===== config.mk =====
export PLATFORM = sky130hd
export DESIGN_NAME = compare_skip_branch_exec
export DESIGN_NICKNAME = d
export VERILOG_FILES = /design/src/core/cmp_skip_pkg.sv /design/src/core/cmp_flags_if.sv /design/src/core/compare_flag_unit.sv /design/src/core/compare_skip_branch_exec.sv
export SDC_FILE = /design/constraint.sdc
export NUM_CORES = 1
export LEC_CHECK = 0
export ABC_AREA = 1
export BUFFER_PORTS_ARGS = -buffer_cell sky130_fd_sc_hd__buf_2
export CORE_MARGIN = 1.5
export CORE_UTILIZATION = 56
export CTS_CLUSTER_DIAMETER = 200
export DETAILED_ROUTE_END_ITERATION = 6
export PLACE_DENSITY = 0.82
export SETUP_SLACK_MARGIN = 0.15
export SYNTH_ARGS = -nofsm -noshare
export SYNTH_HDL_FRONTEND = slang
export SYNTH_SLANG_ARGS = --single-unit

===== constraint.sdc =====
create_clock -name clk -period 1.7 [get_ports clk]
set_clock_uncertainty 0.2 [all_clocks]
set_input_delay 0.34 -clock clk [delete_from_list [all_inputs] [get_ports clk]]
set_output_delay 0.34 -clock clk [all_outputs]
set_load 0.05 [all_outputs]

===== src/core/cmp_skip_pkg.sv =====
// Purpose: Shared constants and types for the compare, skip and branch execution block.
// Assumes: 16-bit word program counter, 8-bit data, 8-bit flag register.
// Notes: Flag bit positions follow the usual processor flag register layout.
package cmp_skip_pkg;

    // Data path and program counter widths.
    localparam int DATA_W = 8;
    localparam int PC_W = 16;
    localparam int OFFSET_W = 7;

    // Flag register bit positions.
    localparam int FLAG_C = 0;
    localparam int FLAG_Z = 1;
    localparam int FLAG_N = 2;
    localparam int FLAG_V = 3;
    localparam int FLAG_H = 5;

    // Program counter steps in words.
    localparam logic [15:0] PC_STEP_NEXT = 16'h0001;
    localparam logic [15:0] PC_STEP_SKIP_ONE = 16'h0002;
    localparam logic [15:0] PC_STEP_SKIP_TWO = 16'h0003;

    // Cycle counts for each outcome.
    localparam logic [1:0] CYC_ONE = 2'h1;
    localparam logic [1:0] CYC_TWO = 2'h2;
    localparam logic [1:0] CYC_THREE = 2'h3;

    // Reset values of the result registers.
    localparam logic [15:0] PC_RESET = 16'h0000;
    localparam logic [7:0] FLAGS_RESET = 8'h00;

    // Instructions handled by the block.
    typedef enum logic [2:0] {
        OP_CMP_IMM,
        OP_SKIP_REG_BIT_CLEAR,
        OP_SKIP_REG_BIT_SET,
        OP_SKIP_IO_BIT_CLEAR,
        OP_SKIP_IO_BIT_SET,
        OP_BRANCH_FLAG_SET,
        OP_BRANCH_FLAG_CLEAR
    } op_t;

    // Sequencer states.
    typedef enum logic {
        ST_IDLE,
        ST_WAIT
    } state_t;

endpackage : cmp_skip_pkg


===== src/core/cmp_flags_if.sv =====
// Purpose: Carries the compare operands to the flag unit and its flags back.
// Assumes: Purely combinational exchange within one clock.
// Notes: The unit modport is the flag calculator, the user modport the sequencer.
`timescale 1ns/10ps
interface cmp_flags_if;
    logic [7:0] minuend;
    logic [7:0] subtrahend;
    logic zero;
    logic negative;
    logic overflow;
    logic carry;
    logic halfCarry;

    modport unit (
        input minuend,
        input subtrahend,
        output zero,
        output negative,
        output overflow,
        output carry,
        output halfCarry
    );

    modport user (
        output minuend,
        output subtrahend,
        input zero,
        input negative,
        input overflow,
        input carry,
        input halfCarry
    );
endinterface : cmp_flags_if


===== src/core/compare_flag_unit.sv =====
// Purpose: Computes the flags of an 8-bit subtraction whose result is discarded.
// Assumes: Operands are stable within the cycle; no state is kept.
// Notes: Borrow-style carry and half carry as for a subtract.
`timescale 1ns/10ps
module compare_flag_unit (
    cmp_flags_if.unit port
);

    logic [7:0] diff;

    // Difference and flag terms; the difference goes nowhere but the flags.
    always_comb
    begin
        diff = port.minuend - port.subtrahend;
        port.zero = (diff == 8'h00);
        port.negative = diff[7];
        port.overflow = (port.minuend[7] & ~port.subtrahend[7] & ~diff[7])
            | (~port.minuend[7] & port.subtrahend[7] & diff[7]);
        port.carry = (~port.minuend[7] & port.subtrahend[7])
            | (port.subtrahend[7] & diff[7]) | (diff[7] & ~port.minuend[7]);
        port.halfCarry = (~port.minuend[3] & port.subtrahend[3])
            | (port.subtrahend[3] & diff[3]) | (diff[3] & ~port.minuend[3]);
    end

endmodule : compare_flag_unit


===== src/core/compare_skip_branch_exec.sv =====
// Purpose: Executes compare-with-immediate, bit skips and flag branches.
// Assumes: Operands, program counter and flags come from same-clock core logic.
// Notes: One instruction at a time; inReady shows when the next may issue.
`timescale 1ns/10ps
module compare_skip_branch_exec (
    input wire logic clk,
    input wire logic arst_n,
    input wire logic issueValid,
    input wire cmp_skip_pkg::op_t opcode,
    input wire logic [7:0] dstValue,
    input wire logic [7:0] immValue,
    input wire logic [7:0] srcValue,
    input wire logic [2:0] bitSel,
    input wire logic [6:0] branchOffset,
    input wire logic [15:0] pcIn,
    input wire logic [7:0] flagsIn,
    input wire logic nextTwoWord,
    output logic inReady,
    output logic outValid,
    output logic [15:0] pcOut,
    output logic [7:0] flagsOut,
    output logic flagsWriteEn,
    output logic condTaken
);

    typedef struct packed {
        cmp_skip_pkg::state_t state;
        logic [1:0] waitCnt;
        logic done;
        logic [15:0] pc;
        logic [7:0] flags;
        logic flagsWe;
        logic taken;
    } exec_state_t;

    exec_state_t cur_ff;
    exec_state_t nxt_cur;
    logic cond;
    logic [1:0] cycles;
    logic accept;
    logic [15:0] branchTarget;

    cmp_flags_if cmpBus ();

    compare_flag_unit u_flags (
        .port(cmpBus.unit)
    );

    // Adds a word step to a program counter value, wrapping at the top.
    function automatic logic [15:0] pcAdd(input logic [15:0] pc, input logic [15:0] delta);
        pcAdd = pc + delta;
    endfunction : pcAdd

    // Compare operands always follow the current request.
    assign cmpBus.minuend = dstValue;
    assign cmpBus.subtrahend = immValue;

    // Request handshake and the branch destination.
    assign inReady = (cur_ff.state == cmp_skip_pkg::ST_IDLE);
    assign accept = issueValid && inReady;
    assign branchTarget = pcAdd(pcIn, pcAdd({{9{branchOffset[6]}}, branchOffset},
        cmp_skip_pkg::PC_STEP_NEXT));

    // Condition under test for the current request.
    always_comb
    begin
        case (opcode)
            cmp_skip_pkg::OP_SKIP_REG_BIT_CLEAR: cond = ~srcValue[bitSel];
            cmp_skip_pkg::OP_SKIP_REG_BIT_SET: cond = srcValue[bitSel];
            cmp_skip_pkg::OP_SKIP_IO_BIT_CLEAR: cond = ~srcValue[bitSel];
            cmp_skip_pkg::OP_SKIP_IO_BIT_SET: cond = srcValue[bitSel];
            cmp_skip_pkg::OP_BRANCH_FLAG_SET: cond = flagsIn[bitSel];
            cmp_skip_pkg::OP_BRANCH_FLAG_CLEAR: cond = ~flagsIn[bitSel];
            default: cond = 1'b0;
        endcase
    end

    // Next-state logic: result is fixed on accept, then the cycle count runs out.
    always_comb
    begin
        nxt_cur = cur_ff;
        nxt_cur.done = 1'b0;
        cycles = cmp_skip_pkg::CYC_ONE;
        case (cur_ff.state)
            cmp_skip_pkg::ST_IDLE:
            begin
                if (accept)
                begin
                    nxt_cur.flags = flagsIn;
                    nxt_cur.flagsWe = 1'b0;
                    nxt_cur.taken = cond;
                    nxt_cur.pc = pcAdd(pcIn, cmp_skip_pkg::PC_STEP_NEXT);
                    case (opcode)
                        cmp_skip_pkg::OP_CMP_IMM:
                        begin
                            nxt_cur.flags[cmp_skip_pkg::FLAG_Z] = cmpBus.zero;
                            nxt_cur.flags[cmp_skip_pkg::FLAG_N] = cmpBus.negative;
                            nxt_cur.flags[cmp_skip_pkg::FLAG_V] = cmpBus.overflow;
                            nxt_cur.flags[cmp_skip_pkg::FLAG_C] = cmpBus.carry;
                            nxt_cur.flags[cmp_skip_pkg::FLAG_H] = cmpBus.halfCarry;
                            nxt_cur.flagsWe = 1'b1;
                        end
                        cmp_skip_pkg::OP_BRANCH_FLAG_SET, cmp_skip_pkg::OP_BRANCH_FLAG_CLEAR:
                        begin
                            if (cond)
                            begin
                                nxt_cur.pc = branchTarget;
                                cycles = cmp_skip_pkg::CYC_TWO;
                            end
                        end
                        default:
                        begin
                            if (cond)
                            begin
                                nxt_cur.pc = pcAdd(pcIn, nextTwoWord ?
                                    cmp_skip_pkg::PC_STEP_SKIP_TWO :
                                    cmp_skip_pkg::PC_STEP_SKIP_ONE);
                                cycles = nextTwoWord ? cmp_skip_pkg::CYC_THREE
                                    : cmp_skip_pkg::CYC_TWO;
                            end
                        end
                    endcase
                    if (cycles == cmp_skip_pkg::CYC_ONE)
                    begin
                        nxt_cur.done = 1'b1;
                    end
                    else
                    begin
                        nxt_cur.state = cmp_skip_pkg::ST_WAIT;
                        nxt_cur.waitCnt = cycles - cmp_skip_pkg::CYC_TWO;
                    end
                end
            end
            cmp_skip_pkg::ST_WAIT:
            begin
                if (cur_ff.waitCnt == 2'h0)
                begin
                    nxt_cur.done = 1'b1;
                    nxt_cur.state = cmp_skip_pkg::ST_IDLE;
                end
                else
                begin
                    nxt_cur.waitCnt = cur_ff.waitCnt - 2'h1;
                end
            end
            default:
            begin
                nxt_cur.state = cmp_skip_pkg::ST_IDLE;
            end
        endcase
    end

    // State register.
    always_ff @(posedge clk or negedge arst_n)
    begin
        if (!arst_n)
        begin
            cur_ff.state <= cmp_skip_pkg::ST_IDLE;
            cur_ff.waitCnt <= 2'h0;
            cur_ff.done <= 1'b0;
            cur_ff.pc <= cmp_skip_pkg::PC_RESET;
            cur_ff.flags <= cmp_skip_pkg::FLAGS_RESET;
            cur_ff.flagsWe <= 1'b0;
            cur_ff.taken <= 1'b0;
        end
        else
        begin
            cur_ff <= nxt_cur;
        end
    end

    // Results; flags are written back only for a compare.
    assign outValid = cur_ff.done;
    assign pcOut = cur_ff.pc;
    assign flagsOut = cur_ff.flags;
    assign flagsWriteEn = cur_ff.done && cur_ff.flagsWe;
    assign condTaken = cur_ff.taken;
endmodule : compare_skip_branch_exec


==> results.tsv, run 1 <==
metric	value	unit
largest family of logic cells by synthesized area	simple AND/OR/NAND/NOR gates	
Synth Cell Area	0.00419	mm²
GP Congestion	0.998	
DIE HEIGHT	89.5	µm
Die Wd	89.5	µm
count of cell types in the netlist	36	
Err	[ERROR GRT-0232] Routing congestion too high. Check the congestion heatmap in the GUI.	
Compound-Gate Fraction of Synth Area	10.7	%
failing step	5_1_grt	
grt ovf	727	
Root Buffer Master	clkbuf_8	
CTS Buf Count	5	
sequential fraction of the synthesis area	17.9	%
H-tree Lvls	2	
Initial Util	57.8	%
largest net degree at the start of global routing	25	
Yosys reg bits	30	
Ys Warns	0	
average cell area after synthesis	6.08	µm²
GRT Total Usage	94.0	%
pre-CTS WS	-1180	ps
number of flops mapped to enable cells by yosys	0	
CTS sink count	30	
Ports	93	
maximum clock path buffer count	2	
Simple-Gate Fraction of Synth Area	37.0	%
outcome	stopped before the end	
Synth Area in XOR/XNOR	6.90	%
Worst EP Category	register input	
net count after synthesis	789	
post-synthesis mux area share	0.239	%
HPWL Detailed	11.0	mm
asr flop ratio synth	100	%
Main synth FF type	dfrtp_1	
# rows	31	
Buffers on Ports	92	
Post-Synthesis Cells	689	
area share of fa/ha/maj cells after synthesis	11.2	%
Worst Endpoint after GRT Repair	flagsOut[3]$_DFFE_PN0P_/D	
[cells in the mapped netlist (2+ instances only)]
cell	count	area [µm²]
o21ai_1	10	50.1
or2_2	8	50.1
clkbuf_1	4	15.0
inv_1	102	383
buf_4	27	203
fa_1	4	80.1
nand4_1	9	56.3
inv_4	2	12.5
a21o_1	2	15.0
o21bai_1	5	37.5
nand3b_1	2	15.0
xor2_1	24	210
nor2_1	74	278
nand2_2	3	18.8
o21ai_0	25	125
nor3_1	6	30.0
o21ai_2	3	26.3
buf_2	6	30.0
nand3_1	73	365
dfrtp_1	30	751
nand2_1	181	679
nor2_2	2	12.5
ha_1	31	388
buf_6	2	22.5
and2_1	2	12.5
nand2_4	2	22.5
a21oi_1	33	165
xnor2_1	9	78.8
[metrics by stage]
stage                     util (%)  hold WS, ps  instance area [µm²]  instances
after floorplan                  -         -156                 4580        689
after global placement        79.8         65.3                 5790        957
after CTS                     88.0          120                 6380        978
after detailed placement      79.8         69.0                 5790        957
[kinds of logic after synthesis]
kind of cell | after synthesis
compound gates | 82
flops | 30
simple gates | 363
fa+ha+maj | 35
buf+inv | 145
mux | 1
xor+xnor | 33
[layer usage]
layer  overflow  GRT usage (%)
met5          0           6.49
met1          4           80.3
met4        124            111
met2        593            139
met3          6           56.9
[what timing repair did]
item | 4_1_cts
pin swaps | 67
buffers inserted | 12
hold buffers | 1
gates resized for setup | 99
hold endpoints to repair | 14
setup endpoints to repair | 27
==> run 2, diff against run 1 <==
--- a/config.mk
+++ b/config.mk
@@ -8,11 +8,9 @@
 export ABC_AREA = 1
 export BUFFER_PORTS_ARGS = -buffer_cell sky130_fd_sc_hd__buf_2
 export CORE_MARGIN = 1.5
-export CORE_UTILIZATION = 56
-export CTS_CLUSTER_DIAMETER = 200
+export CORE_UTILIZATION = 40
 export DETAILED_ROUTE_END_ITERATION = 6
-export PLACE_DENSITY = 0.82
-export SETUP_SLACK_MARGIN = 0.15
+export PLACE_DENSITY_LB_ADDON = 0.15
 export SYNTH_ARGS = -nofsm -noshare
 export SYNTH_HDL_FRONTEND = slang
 export SYNTH_SLANG_ARGS = --single-unit
==> run 2 against run 1 <==
  * The flow now finishes, with violations (setup timing)
  * Synthesized area did not move
  * Synthesized cell count did not move
==> results.tsv, run 2 <==
metric	value	unit	change
Critical Path AT	2480	ps	
Final Total Pwr	5.97	mW	
CTS sink count	30		unchanged
initial DRC count	225		
main area contributors after synthesis	dfrtp_1, nand2_1, ha_1		
area share of fa/ha/maj cells after synthesis	11.2	%	unchanged
Slew Viols, Final	0		
grt ovf	0		
routed vias	5058		
number of global-route vias before repair	4784		
Core Region	0.0102	mm²	
CTS Buf Count	5		unchanged
worst hold path endpoint	flagsOut[7]		
H-tree Lvls	2		unchanged
Simple-Gate Fraction of Synth Area	37.0	%	unchanged
crit path from	dstValue[1]		
later-pin clock latency in the skew report	280	ps	
GP Congestion	0.907		-9.1%
count of cell types in the netlist	36		unchanged
detailed-route DRC error count	0		
Switch Pwr	3.12	mW	
Critical Path RT	1730	ps	
crit end category	flop		
leakage	3.57	nW	
Tmin final	2450	ps	
worst hold path class	input port to flop		
Clock Power Share	10.2	%	
sequential fraction of the synthesis area	17.9	%	unchanged
layout cells sized above 1	47.0	%	
pre-CTS WS	-1180	ps	+0.0700 ps
Final WS setup	-755	ps	
vias per inst	4.93		
Logic pwr share	69.9	%	
Ys Warns	0		unchanged
Placed Instances	990		+3.4%
DIE HEIGHT	105	µm	+18%
Compound-Gate Fraction of Synth Area	10.7	%	unchanged
P_int	2.85	mW	
commonest non-fill, non-tap cell in the layout	nand2_1		
reg2reg path depth	7		
TritonCTS clock tree	built		
commonest cells after routing, fill and taps aside	nand2_1, buf_4, inv_1		
HPWL Detailed	10.9	mm	-1.5%
Reg-to-Reg End	pcOut[12]		
most frequent cells after synthesis	nand2_1, inv_1, nor2_1		
most frequent cell after synthesis	nand2_1		
area leader, netlist	dfrtp_1		
reg-to-reg startpoint	cur_ff[29]		
fin cells	1025		
Nets	988		
largest net degree at the start of global routing	31		
failing checks	setup timing		
min-delay src	flagsIn[7]		
Root Buffer Master	clkbuf_8		
Worst Hold Path Cells	3		
first-pass GRT wire length	22.2	mm	
Crit Path Class	input port to flop		
asr flop ratio synth	100	%	unchanged
post-synthesis mux area share	0.239	%	unchanged
Flop pwr share	19.9	%	
CP Launch Type	input port		
maximum clock path buffer count	2		unchanged
max_slew headroom	73.0	%	
Buffers on Ports	92		unchanged
max reg flops	16		
final hold vios	0		
Detail Route Antenna Nets	0		
crit share post-route	144	%	
Die Wd	105	µm	+18%
largest family of logic cells by synthesized area	simple AND/OR/NAND/NOR gates		
Synth Area in XOR/XNOR	6.90	%	unchanged
RSZ-0062 raised after global routing	true		
Max Fclk	407	MHz	
Yosys reg bits	30		unchanged
Initial Util	41.0	%	-17 points
final setup fails	18		
WL/cell	14.2	µm	
Synth Cell Area	0.00419	mm²	unchanged
Main synth FF type	dfrtp_1		
post-synth top area share	17.9	%	unchanged
GRT Total Usage	24.6	%	
antenna cells	0		
switching share of total power	52.3	%	
PD cells	862	mW/mm²	
VDD IR max	0.000748	V	
reg2reg setup slack	80	ps	
worst slew pin tran	405	ps	
number of flops mapped to enable cells by yosys	0		unchanged
initial antenna violation count	0		
Reg clk slew, reported paths	70	ps	
P&R area growth vs syn	65.3	%	
average cell area after synthesis	6.08	µm²	unchanged
# rows	37		+19%
CP Max Fanout	2		
TNS Setup	-9100	ps	
outcome	finished with violations		
die area	0.0111	mm²	
Post-Synthesis Cells	689		unchanged
max_cap viols	0		
Ports	93		unchanged
net count after synthesis	789		unchanged
drt pass-1 iters	5		
routed wire length	14.6	mm	
Final Util	67.7	%	
==> run 2: cell counts after synthesis <==
No cell type changed its count.
==> run 2: layer usage <==
metal	up-vias	wire [µm]	GRT usage, %
li1	2562	-	-
met1	2356	6750	33.5
met2	124	7200	43.2
met3	16	493	2.10
met4	0	148	3.62
met5	-	0	0
==> run 2: area by class of cell <==
| cell class | instances | area (µm²) |
|---|---|---|
| sequential | 30 | 751 |
| inverter | 105 | 450 |
| fill | 919 | 3310 |
| timing repair buffer | 230 | 1770 |
| clock inverter | 2 | 12.5 |
| clock buffer | 6 | 82.6 |
| multi-input combinational | 516 | 3690 |
| tap | 136 | 170 |
==> run 2: stage by stage <==
stage	instance area [µm²]	hold slack, ps
3_3_place_gp	5750	174
6_report	6930	140
5_1_grt	6930	161
3_5_place_dp	5750	178
2_1_floorplan	4530	-156
4_1_cts	6250	131
==> run 2: logic make-up (layout without fill, tap and decap cells) <==
group	after synthesis	after routing
flops	30	30
compound gates	82	82
simple gates	363	365
xor+xnor	33	33
mux	1	1
fa+ha+maj	35	35
buf+inv	145	343
==> run 2: what timing repair did <==
| action | in CTS | in global routing |
|---|---|---|
| hold buffers | 1 | 0 |
| setup buffers | 7 | 19 |
| pin swaps | 67 | 103 |
| endpoints found under the setup margin | 25 | 27 |
| hold endpoints to repair | 30 | 0 |
| cloned | 0 | 4 |
| gates resized for setup | 79 | 124 |
==> run 2: worst max-delay path by stage <==
stage	to	slack (ps)	cells after the start
finish	flagsOut[1]	-750	14
CTS	flagsOut[1]	-800	15
floorplan	flagsOut[3]	-850	13
global route	flagsOut[1]	-950	14
global placement	flagsOut[3]	-1100	14
detailed placement	flagsOut[1]	-1180	15
==> run 2: critical path, stage by stage <==
cell	delay [ps]
buf_2	120
ha_4	260
nand2_2	50
o21ai_2	130
a21oi_1	80
o21bai_1	180
a21oi_1	90
o21bai_1	180
fa_2	500
nor3_4	150
nand4_1	110
nor2_1	120
nand3_1	90
nand3_1	80
==> run 2: power groups by stage <==
stage	Combinational (mW)	Sequential, mW	Clock (mW)
3_5_place_dp	3.55	1.21	0
4_1_cts	3.77	1.20	0.626
6_report	4.17	1.19	0.609
2_1_floorplan	2.79	1.23	0
5_1_grt	4.47	1.23	0.656
3_3_place_gp	3.49	1.19	0
(Power assumes the default switching activity.)
